===== config.mk =====
export PLATFORM = sky130hd
export DESIGN_NAME = sio_io_conditioning
export DESIGN_NICKNAME = d
export VERILOG_FILES = /design/src/design/sio_pkg.sv /design/src/design/sio_clkdiv.sv /design/src/design/sio_filter.sv /design/src/design/sio_io_conditioning.sv
export VERILOG_INCLUDE_DIRS = /design/src /design/src/design
export SDC_FILE = /design/constraint.sdc
export NUM_CORES = 1
export LEC_CHECK = 0
export ABC_AREA = 1
export BUFFER_PORTS_ARGS = -buffer_cell sky130_fd_sc_hd__buf_2
export CAP_MARGIN = 20
export CORE_MARGIN = 1.5
export CORE_UTILIZATION = 50
export DETAILED_ROUTE_END_ITERATION = 10
export PLACE_DENSITY = 0.7
export SETUP_SLACK_MARGIN = 0.5
export SYNTH_ARGS = -nofsm -noshare
export SYNTH_HDL_FRONTEND = slang
export SYNTH_HIERARCHICAL = 1
export SYNTH_SLANG_ARGS = --single-unit

===== constraint.sdc =====
create_clock -name clk -period 1.7 [get_ports clk]
set_input_delay 0.085 -clock clk [delete_from_list [all_inputs] [get_ports clk]]
set_output_delay 0.085 -clock clk [all_outputs]
set_load 0.03 [all_outputs]

===== src/design/sio_params.svh =====
`ifndef SIO_PARAMS_SVH
`define SIO_PARAMS_SVH

// ----------------------------------------------------------------------
// Sizes
// ----------------------------------------------------------------------
`define SIO_NUM_IN 5
`define SIO_NUM_OUT 10
`define SIO_NUM_CP 6

// ----------------------------------------------------------------------
// Timing
// ----------------------------------------------------------------------
`define SIO_CLK_HZ 40000000
`define SIO_MAX_TIME_US 100
// Longest pulse time, in cycles (100 us at 40 MHz); filter times are not capped by it
`define SIO_MAX_CYC ((`SIO_MAX_TIME_US * (`SIO_CLK_HZ / 1000000)))
`define SIO_OCLK_HZ 100000
// Half period of the output clock, in cycles
`define SIO_OCLK_HALF (`SIO_CLK_HZ / (2 * `SIO_OCLK_HZ))
`define SIO_CNT_W 13

// ----------------------------------------------------------------------
// Reset values
// ----------------------------------------------------------------------
`define SIO_CFG_RESET 8'h00
`define SIO_SMB_RESET 1'b0

`endif


===== src/design/sio_pkg.sv =====
package sio_pkg;

    // Drive mode of one output pin; zero is weak pull-down (unprogrammed)
    typedef enum logic [2:0] {
        SIO_DRV_WEAK_PD,
        SIO_DRV_OPEN_DRAIN,
        SIO_DRV_OD_WEAK_PU_VDD,
        SIO_DRV_OD_STRONG_PU_VDD,
        SIO_DRV_OD_WEAK_PU_VP,
        SIO_DRV_OD_STRONG_PU_VP,
        SIO_DRV_STRONG_PD,
        SIO_DRV_CHARGE_PUMP
    } sio_drive_t;

    typedef enum logic [1:0] {
        SIO_SRC_ENGINE,
        SIO_SRC_SMBUS,
        SIO_SRC_CLOCK,
        SIO_SRC_NONE
    } sio_src_t;

    // Configuration of one output
    typedef struct packed {
        sio_drive_t drive;
        sio_src_t src;
    } sio_out_cfg_t;

    // Configuration of one dual-function input
    typedef struct packed {
        logic digital;
        logic edge_mode;
        logic pull_down;
        logic [12:0] filter_cyc;
        logic [12:0] pulse_cyc;
    } sio_in_cfg_t;

    // Pin controls of one output
    typedef struct packed {
        logic drive_low;
        logic drive_high;
        logic pull_up_weak;
        logic pull_up_strong;
        logic pull_to_vp;
        logic charge_pump;
        logic weak_pull_down;
    } sio_pin_t;

endpackage : sio_pkg

===== src/design/sio_clkdiv.sv =====
`timescale 1ns/1ps
`include "sio_params.svh"

module sio_clkdiv
    import sio_pkg::*;
(
    input wire logic clk,
    input wire logic sys_rst,
    output logic oclk
);

    logic [7:0] cnt;

    // Toggle every half period for an even duty cycle
    always_ff @(posedge clk) begin
        if (sys_rst) begin
            cnt <= '0;
            oclk <= 1'b0;
        end else if (cnt == 8'(`SIO_OCLK_HALF - 1)) begin
            cnt <= '0;
            oclk <= ~oclk;
        end else begin
            cnt <= cnt + 1'b1;
        end
    end

endmodule : sio_clkdiv


===== src/design/sio_filter.sv =====
`timescale 1ns/1ps
`include "sio_params.svh"

module sio_filter
    import sio_pkg::*;
(
    input wire logic clk,
    input wire logic sys_rst,
    input wire logic raw,
    input wire logic [`SIO_CNT_W-1:0] timeout,
    output logic filt
);

    logic [`SIO_CNT_W-1:0] count;

    // Output follows the raw level only after it has stood for timeout cycles
    always_ff @(posedge clk) begin
        if (sys_rst) begin
            count <= '0;
            filt <= 1'b0;
        end else if (raw == filt) begin
            count <= '0;
        end else if (count >= timeout) begin
            filt <= raw;
            count <= '0;
        end else begin
            count <= count + 1'b1;
        end
    end

endmodule : sio_filter


===== src/design/sio_io_conditioning.sv =====
`timescale 1ns/1ps
`include "sio_params.svh"

module sio_io_conditioning
    import sio_pkg::*;
(
    input wire logic clk,
    input wire logic sys_rst,
    // Configuration load, pulsed once the supply is good and EEPROM read
    input wire logic cfg_load,
    input wire logic cfg_programmed,
    input wire sio_in_cfg_t [`SIO_NUM_IN-1:0] load_in_cfg,
    input wire sio_out_cfg_t [`SIO_NUM_OUT-1:0] load_out_cfg,
    // Dual-function inputs
    input wire logic [`SIO_NUM_IN-1:0] dual_function_input,
    input wire logic [`SIO_NUM_IN-1:0] cmp_raw,
    output logic [`SIO_NUM_IN-1:0] dual_pull_down_en,
    // Detector routing
    output logic [`SIO_NUM_IN-1:0] fault_sfd_valid,
    output logic [`SIO_NUM_IN-1:0] fault_sfd,
    output logic [`SIO_NUM_IN-1:0] warn_status,
    output logic warning_any,
    output logic [`SIO_NUM_IN-1:0] digital_to_engine,
    output logic cfg_latched,
    // Output data
    input wire logic [`SIO_NUM_OUT-1:0] engine_out,
    input wire logic smbus_wr,
    input wire logic [`SIO_NUM_OUT-1:0] smbus_wr_data,
    output logic [`SIO_NUM_OUT-1:0] smbus_level,
    output sio_pin_t [`SIO_NUM_OUT-1:0] programmable_driver_output
);

    // ------------------------------------------------------------------
    // Latched configuration
    // ------------------------------------------------------------------
    sio_in_cfg_t [`SIO_NUM_IN-1:0] in_cfg;
    sio_out_cfg_t [`SIO_NUM_OUT-1:0] out_cfg;

    // Unprogrammed parts never latch, so their all-zero setup holds
    always_ff @(posedge clk) begin
        if (sys_rst) begin
            cfg_latched <= 1'b0;
            in_cfg <= '0;
            out_cfg <= '0;
        end else if (cfg_load && cfg_programmed && !cfg_latched) begin
            cfg_latched <= 1'b1;
            in_cfg <= load_in_cfg;
            out_cfg <= load_out_cfg;
        end
    end

    // ------------------------------------------------------------------
    // Dual-function inputs
    // ------------------------------------------------------------------
    logic [`SIO_NUM_IN-1:0] filt_dig;
    logic [`SIO_NUM_IN-1:0] filt_cmp;
    logic [`SIO_NUM_IN-1:0] filt_dig_d;
    logic [`SIO_CNT_W-1:0] pulse_cnt [`SIO_NUM_IN];
    logic [`SIO_NUM_IN-1:0] pulse;

    genvar gi;
    generate
        for (gi = 0; gi < `SIO_NUM_IN; gi++) begin : g_in
            // Same filter as the comparator path
            sio_filter u_dig_filt (
                .clk(clk),
                .sys_rst(sys_rst),
                .raw(dual_function_input[gi]),
                .timeout(in_cfg[gi].filter_cyc),
                .filt(filt_dig[gi])
            );
            sio_filter u_cmp_filt (
                .clk(clk),
                .sys_rst(sys_rst),
                .raw(cmp_raw[gi]),
                .timeout(in_cfg[gi].filter_cyc),
                .filt(filt_cmp[gi])
            );

            // Pulse width is capped so a bad load cannot exceed the limit
            always_ff @(posedge clk) begin
                if (sys_rst) begin
                    pulse_cnt[gi] <= '0;
                    pulse[gi] <= 1'b0;
                end else if (filt_dig[gi] != filt_dig_d[gi]) begin
                    pulse_cnt[gi] <= (in_cfg[gi].pulse_cyc > `SIO_CNT_W'(`SIO_MAX_CYC)) ?
                        `SIO_CNT_W'(`SIO_MAX_CYC) : in_cfg[gi].pulse_cyc;
                    pulse[gi] <= (in_cfg[gi].pulse_cyc != '0);
                end else if (pulse_cnt[gi] > `SIO_CNT_W'(1)) begin
                    pulse_cnt[gi] <= pulse_cnt[gi] - 1'b1;
                end else begin
                    pulse_cnt[gi] <= '0;
                    pulse[gi] <= 1'b0;
                end
            end
        end
    endgenerate

    always_ff @(posedge clk) begin
        if (sys_rst) begin
            filt_dig_d <= '0;
        end else begin
            filt_dig_d <= filt_dig;
        end
    end

    // Comparator always runs in the low range; only its meaning changes
    always_ff @(posedge clk) begin
        if (sys_rst) begin
            fault_sfd_valid <= '0;
            fault_sfd <= '0;
            warn_status <= '0;
            digital_to_engine <= '0;
            dual_pull_down_en <= '0;
        end else begin
            for (int i = 0; i < `SIO_NUM_IN; i++) begin
                fault_sfd_valid[i] <= !in_cfg[i].digital;
                fault_sfd[i] <= !in_cfg[i].digital && filt_cmp[i];
                // Index i maps to positive input i, the last to the high input
                warn_status[i] <= in_cfg[i].digital && filt_cmp[i];
                if (!in_cfg[i].digital) begin
                    digital_to_engine[i] <= 1'b0;
                end else if (in_cfg[i].edge_mode) begin
                    digital_to_engine[i] <= pulse[i];
                end else begin
                    digital_to_engine[i] <= filt_dig[i];
                end
                dual_pull_down_en[i] <= in_cfg[i].digital && in_cfg[i].pull_down;
            end
        end
    end

    assign warning_any = |warn_status;

    // ------------------------------------------------------------------
    // Internal output clock
    // ------------------------------------------------------------------
    logic oclk;

    sio_clkdiv u_clkdiv (
        .clk(clk),
        .sys_rst(sys_rst),
        .oclk(oclk)
    );

    // ------------------------------------------------------------------
    // SMBus-held levels
    // ------------------------------------------------------------------
    always_ff @(posedge clk) begin
        if (sys_rst) begin
            smbus_level <= {`SIO_NUM_OUT{`SIO_SMB_RESET}};
        end else if (smbus_wr) begin
            smbus_level <= smbus_wr_data;
        end
    end

    // ------------------------------------------------------------------
    // Output drivers
    // ------------------------------------------------------------------
    logic [`SIO_NUM_OUT-1:0] out_data;

    always_comb begin
        for (int j = 0; j < `SIO_NUM_OUT; j++) begin
            case (out_cfg[j].src)
                SIO_SRC_ENGINE: out_data[j] = engine_out[j];
                SIO_SRC_SMBUS: out_data[j] = smbus_level[j];
                SIO_SRC_CLOCK: out_data[j] = oclk;
                default: out_data[j] = 1'b0;
            endcase
        end
    end

    always_ff @(posedge clk) begin
        if (sys_rst) begin
            for (int j = 0; j < `SIO_NUM_OUT; j++) begin
                programmable_driver_output[j] <= '0;
                programmable_driver_output[j].weak_pull_down <= 1'b1;
            end
        end else begin
            for (int j = 0; j < `SIO_NUM_OUT; j++) begin
                programmable_driver_output[j] <= '0;
                if (!cfg_latched) begin
                    programmable_driver_output[j].weak_pull_down <= 1'b1;
                end else begin
                    case (out_cfg[j].drive)
                        SIO_DRV_WEAK_PD: begin
                            programmable_driver_output[j].weak_pull_down <= 1'b1;
                        end
                        SIO_DRV_OPEN_DRAIN: begin
                            programmable_driver_output[j].drive_low <= !out_data[j];
                        end
                        SIO_DRV_OD_WEAK_PU_VDD: begin
                            programmable_driver_output[j].drive_low <= !out_data[j];
                            programmable_driver_output[j].pull_up_weak <= out_data[j];
                        end
                        SIO_DRV_OD_STRONG_PU_VDD: begin
                            programmable_driver_output[j].drive_low <= !out_data[j];
                            programmable_driver_output[j].pull_up_strong <= out_data[j];
                            programmable_driver_output[j].drive_high <= out_data[j];
                        end
                        SIO_DRV_OD_WEAK_PU_VP: begin
                            programmable_driver_output[j].drive_low <= !out_data[j];
                            programmable_driver_output[j].pull_up_weak <= out_data[j];
                            programmable_driver_output[j].pull_to_vp <= 1'b1;
                        end
                        SIO_DRV_OD_STRONG_PU_VP: begin
                            programmable_driver_output[j].drive_low <= !out_data[j];
                            programmable_driver_output[j].pull_up_strong <= out_data[j];
                            programmable_driver_output[j].drive_high <= out_data[j];
                            programmable_driver_output[j].pull_to_vp <= 1'b1;
                        end
                        SIO_DRV_STRONG_PD: begin
                            programmable_driver_output[j].drive_low <= 1'b1;
                        end
                        SIO_DRV_CHARGE_PUMP: begin
                            // High drive exists only on the first six pins
                            if (j < `SIO_NUM_CP) begin
                                programmable_driver_output[j].charge_pump <= out_data[j];
                                programmable_driver_output[j].drive_low <= !out_data[j];
                            end else begin
                                programmable_driver_output[j].weak_pull_down <= 1'b1;
                            end
                        end
                        default: begin
                            programmable_driver_output[j].weak_pull_down <= 1'b1;
                        end
                    endcase
                end
            end
        end
    end

endmodule : sio_io_conditioning


# ---- After elaboration in Yosys (flattened, before gate mapping)
# Memories as Yosys holds them, arrays and structs flattened.
# Cells that the tools add are included.
dict set report totals {
  output_inout_bits 107
  register_bits 450
  memories 1
  mem_bits_rw 65
}
# name depth word_bits read_ports rd_clocked_by_memory_dff write_ports line_no
set mem_list {}
lappend mem_list {pulse_cnt 5 13 5 0 5 sio_io_conditioning.sv:58} ;# logic [`SIO_CNT_W-1:0] pulse_cnt [`SIO_NUM_IN];
dict set report op_classes {
  eq_ne 111
  add_sub_neg 16
  reduce_logical 146
  bitwise 48
  muxes 142
  magnitude_cmp 20
}
# cell n
set ops {}
lappend ops {{two-way mux 13 bit} 20}
lappend ops {{adder 13 x 1 -> 13 bit, second input constant} 10}
lappend ops {{greater-or-equal comparator 13 bit} 10}
lappend ops {{equality test 3 bit, second input constant} 40}
lappend ops {{two-way mux 1 bit} 102}
lappend ops {{OR reduction 2 bit} 41}
lappend ops {{OR reduction 3 bit} 26}
lappend ops {{greater-than comparator 13 x 1 -> 1 bit, second input constant} 5}
lappend ops {{greater-than comparator 13 x 12 -> 1 bit, second input constant} 5}
lappend ops {{nonzero test 13 bit} 5}
lappend ops {{subtractor 13 x 1 -> 13 bit, second input constant} 5}
lappend ops {{equality test 3 x 2 -> 1 bit, second input constant} 20}
lappend ops {{OR reduction 6 bit} 6}
lappend ops {{inverter 1 bit} 33}
lappend ops {{equality test 3 x 1 -> 1 bit, second input constant} 10}
lappend ops {{logical NOT 3 bit} 10}
lappend ops {{one-hot mux 1 bit (3 select lines)} 10}
lappend ops {{OR reduction 5 bit} 5}
lappend ops {{equality test 2 x 1 -> 1 bit, second input constant} 10}
lappend ops {{equality test 2 bit, second input constant} 10}
lappend ops {{logical NOT 2 bit} 10}
lappend ops {{one-hot mux 1 bit (2 select lines)} 10}
lappend ops {{AND reduction 2 bit} 10}
lappend ops {{logical AND 1 bit} 17}
lappend ops {{7 further kinds} 53}

# ---- Logic depth before layout (Yosys ltp)
dict set report logic_depth {
  word_depth 7
  depth_mapped 12
  depth_no_buf 11
}

# ---- Modules after synthesis
# The synthesis kept the hierarchy.
# mod seq_area_each_um2 area_per_inst_um2 n_inst cells_each
set modules_own_cells {}
lappend modules_own_cells {sio_io_conditioning 7897.6 15069.5 1 1920}
lappend modules_own_cells {sio_filter 280.3 1089.8 10 139}
lappend modules_own_cells {sio_clkdiv 180.2 430.4 1 61}

# ---- Worst setup path after synthesis
# OpenSTA, ideal clock, no wires.
dict set report synth_path {
  path_type {register -> register}
  start {register in_cfg[46] in the netlist's numbering}
  end {register g_in[1].u_dig_filt.count[6]}
  setup_slack_ns 0.169
  t_arrival_ns 1.410
  setup_time_ns 0.121
  path_stages_with_launch 13
  path_cell_list {dfxtp_1 > inv_1 > ha_1 > nand2_1 > nor2_1 > nand2_1 > nor2_2 > nor2_2 > nand2_2 > nor2_4 > nand2_4 > buf_12 > nor2_4}
}
dict set report synth_between {
  elab_chain_len 2
}
# item line_no
set synth_lines {}
lappend synth_lines {{from (decl)} sio_io_conditioning.sv:36} ;# sio_in_cfg_t [`SIO_NUM_IN-1:0] in_cfg;
lappend synth_lines {{from (signal assigned)} sio_io_conditioning.sv:47} ;# in_cfg <= load_in_cfg;
lappend synth_lines {{greater-or-equal comparator 13 bit} sio_filter.sv:23} ;# end else if (count >= timeout) begin
lappend synth_lines {{OR reduction 3 bit (no source line)} n/a}
lappend synth_lines {{to (signal assigned)} sio_filter.sv:27} ;# count <= count + 1'b1;
lappend synth_lines {{to (decl)} sio_filter.sv:14} ;# logic [`SIO_CNT_W-1:0] count;
# No other way between the ends.
# A chain may end at the register's enable or synchronous reset.

# ---- Worst setup path in the final report
dict set report layout_path {
  start {register in_cfg[54] in the netlist's numbering}
  end {register g_in[1].u_dig_filt.filt}
}
dict set report layout_between {
  elab_chain_len 2
}
# item line_no
set layout_lines {}
lappend layout_lines {{greater-or-equal comparator 13 bit} sio_filter.sv:23}
lappend layout_lines {{AND reduction 2 bit (no source line)} n/a}
lappend layout_lines {{to (signal assigned)} sio_filter.sv:24} ;# filt <= raw;
lappend layout_lines {{to (decl)} sio_filter.sv:11} ;# output logic filt
# No other way between the ends.

==> reports/metrics.cfg <==
[grt]
grt_pass1_wl_um=113900
grt-ovfl-total=0
antenna_found_initial=4
grt_pass1_vias=23080
grtUsageTotal=0.2626
grt_max_degree=54

[synthesis]
yosys.area.top_type=dfxtp_1
synth.distinct_cells=43
synth-simple-area-share=0.2823
syn_area_sq_um=26400
synth-seq-area-share=0.4122
ys_warn_count=6
synth_top_family_by_area=simple AND/OR/NAND/NOR gates
synth_area_leaders=dfxtp_1 (34%), nand2_1 (7.7%), edfxtp_1 (7.4%), nor2_1 (7.4%), ha_1 (7.2%)
ys_ff_latch=511
synth_xor_area_frac=0.05309
muxShareOfSynthArea=0
synth-compound-area-share=0.08617
yosys.area_share.adder=0.07157
post_synth.cell_area_avg_sq_um=7.831
yosysTopAreaCellShare=0.3382
postSynthCellCount=3371

[hold_path]
min_path_type=input pin to flip-flop

[finish]
fillers=3648
drive_gt1_frac=0.3710
final_nets=4574
area_growth_pct=44.86

[floorplanning]
die_w_um=232.8
rows=84
ios=337
die_h_um=232.8
core_area_sq_um=52340
start_util=0.5044
die-area_sq_um=54180

[pwr]
ir_drop_v=0.0008344
report.power.total_mw=34.57
p_leak_nw=16.08
p_per_area_nw_per_um2=903.9

[clock_tree]
root_buffer=clkbuf_16
cts.sinks=511
cts_tree=yes
cts-buffers-inserted=54
clockBufferDepth=3
clk_pin_slew_ns=0.06
htreeDepth=2
clock_latency_ns=0.62

[drt]
drc_errors=0
drtPass1Iterations=5
post_drt_wl_per_cell_um=16.08
num_vias=24780
wl_um=79220
vias_per_cell=5.027
antenna_left=0
drtIter0Drc=1392

[timing]
layout_setup_ws_ns=-0.04322
finalSetupViolCount=27
drv_slew=0
fmaxAchievable_mhz=573.7
finalSetupTns_ns=-0.3500
maxSlewHeadroom=0.3856
hold_viol=0
clock_skew_ns=0.02601
post-route-min-period_ns=1.743
rsz0062_at_grt=true
fin_crit_sh=1.025
worst_slew_pin_slew_ns=0.9217

[setup_path]
critPathCaptureType=flip-flop
critPathLaunchType=flip-flop
timing.critical_path.fanout_max=3
cp.arrival_ns=2.26
cp.required_ns=2.22
critPathKind=flip-flop to flip-flop

[placement]
hpwl_um=50110
portBuffers=332
gp_congestion=0.8705

[job]
drv_cap=0

[run_status]
violations=negative setup slack
status=complete, but fails checks

cells in the final DEF, fill, tap and decap left out, types with 92 or more instances in the layout:
master and instances:
inv_2 121, nand2_2 130, inv_1 344, o21ai_1 119, xor2_1 92, buf_4 189, nand2_1 391, dlygate4sd3_1 227
o21ai_0 114, a21oi_1 134, ha_4 121, nor2_1 416, dfxtp_2 124, nand3_1 117, dfxtp_1 305, buf_2 332
nor2_4 178
state kept, by name, indices dropped and copies added, names as in the netlist:
register	count
in_cfg	145
g_in.u_cmp_filt/count	65
g_in.u_dig_filt/count	65
pulse_cnt	65
programmable_driver_output	56
out_cfg	50
smbus_level	10
u_clkdiv/cnt	8
digital_to_engine	5
dual_pull_down_en	5
fault_sfd	5
fault_sfd_valid	5
filt_dig_d	5
g_in.u_cmp_filt/filt	5
g_in.u_dig_filt/filt	5
pulse	5
warn_status	5
cfg_latched	1
u_clkdiv/oclk	1
final timing paths:
| check | end | cells past startpoint | start | slack, ns |
|---|---|---|---|---|
| worst min-delay path | g_in[1].u_cmp_filt/count[12] | 4 | cmp_raw[1] | 0.05 |
| worst max register to register | g_in[1].u_dig_filt/filt | 13 | in_cfg[54] | -0.04 |
| worst max-delay path | g_in[1].u_dig_filt/filt | 13 | in_cfg[54] | -0.04 |
| worst min register to register | programmable_driver_output[60] | 1 | out_cfg[42] | 0.43 |
metrics by stage:
stage                     setup WS, ns  hold WS (ns)  utilization  std cells  area [sq um]
after global routing           -0.1537       0.03877       0.7305       4925         38230
after floorplan                 0.1783        0.2199            -       3438         26890
after global placement        -0.07992        0.3088       0.5754       4509         30120
after detailed placement      -0.06095        0.3154       0.5754       4509         30120
final                         -0.04322       0.04795       0.7306       4928         38240
after CTS                      0.03312       -0.2849       0.6761       4859         35390
where the power goes:
part | internal, mW | leakage (nW) | total [mW] | switching [mW]
registers | 13.2 | 4.37 | 13.9 | 0.789
logic | 3.50 | 10.8 | 8.19 | 4.69
clock network | 7.43 | 0.906 | 12.4 | 5.00
total | 24.1 | 16.1 | 34.6 | 10.5
cell usage after synthesis (all sizes together):
master,instances
xor2,94
a21oi,148
clkbuf,40
or2,2
conb,2
a22oi,2
nor4,4
nor3,74
a31oi,2
clkinv,2
nand3,142
and2,2
a21o,10
o31ai,12
o21a,1
dfxtp,446
inv,474
nand3b,2
a211oi,4
o311ai,2
xnor2,66
nand2,571
nand4,51
edfxtp,65
ha,151
nor3b,16
o21ai,257
nor2,662
buf,67
layer usage:
metal,GRT usage,vias to the layer above,wire length (um)
li1,-,12290,-
met5,0,-,27
met1,0.3331,11520,33270
met3,0.04277,202,4043
met2,0.4476,764,38880
met4,0.09677,4,2996
critical path, stage by stage (launching register included):
cell and delay (ns):
dfxtp_2 0.36, inv_2 0.05, ha_4 0.28, nand2_4 0.05
nor2_4 0.14, nand2_2 0.09, nor2_4 0.15, nor2_4 0.06
nand2_2 0.07, nor2_4 0.05, buf_12 0.13, buf_6 0.11
nor2_2 0.06, nor2_1 0.04
kinds of logic (layout without fill, tap and decap cells):
group / count (synthesis) / count (layout)
AND/OR/NAND/NOR: 1526 / 1533
buffers and inverters: 583 / 1373
flip-flops: 511 / 511
AO/OA/AOI/OAI: 438 / 438
XOR/XNOR: 160 / 160
adder cells (fa/ha/maj): 151 / 151
other: 2 / 74
repair_timing:
action	in CTS	in global routing
endpoints found under the setup margin	535	542
hold buffers	226	1
endpoints found under the hold margin	326	1
cloned	5	5
resized for setup	203	589
pin swaps	111	239
setup buffers	21	58
cell type report:
class	instances	area (sq um)	share of cell area
multi-input cells	2351	16460	0.4305
clock buffers	79	1602	0.04188
diodes	5	12.51	0.0003272
clock inverters	19	256.5	0.006707
repair inverters	1	8.758	0.0002290
repair buffers	798	6117	0.1600
inverters	476	1823	0.04767
well taps	688	860.8	0.02251
flip-flops and latches	511	11100	0.2903
(Power assumes the default switching activity.)
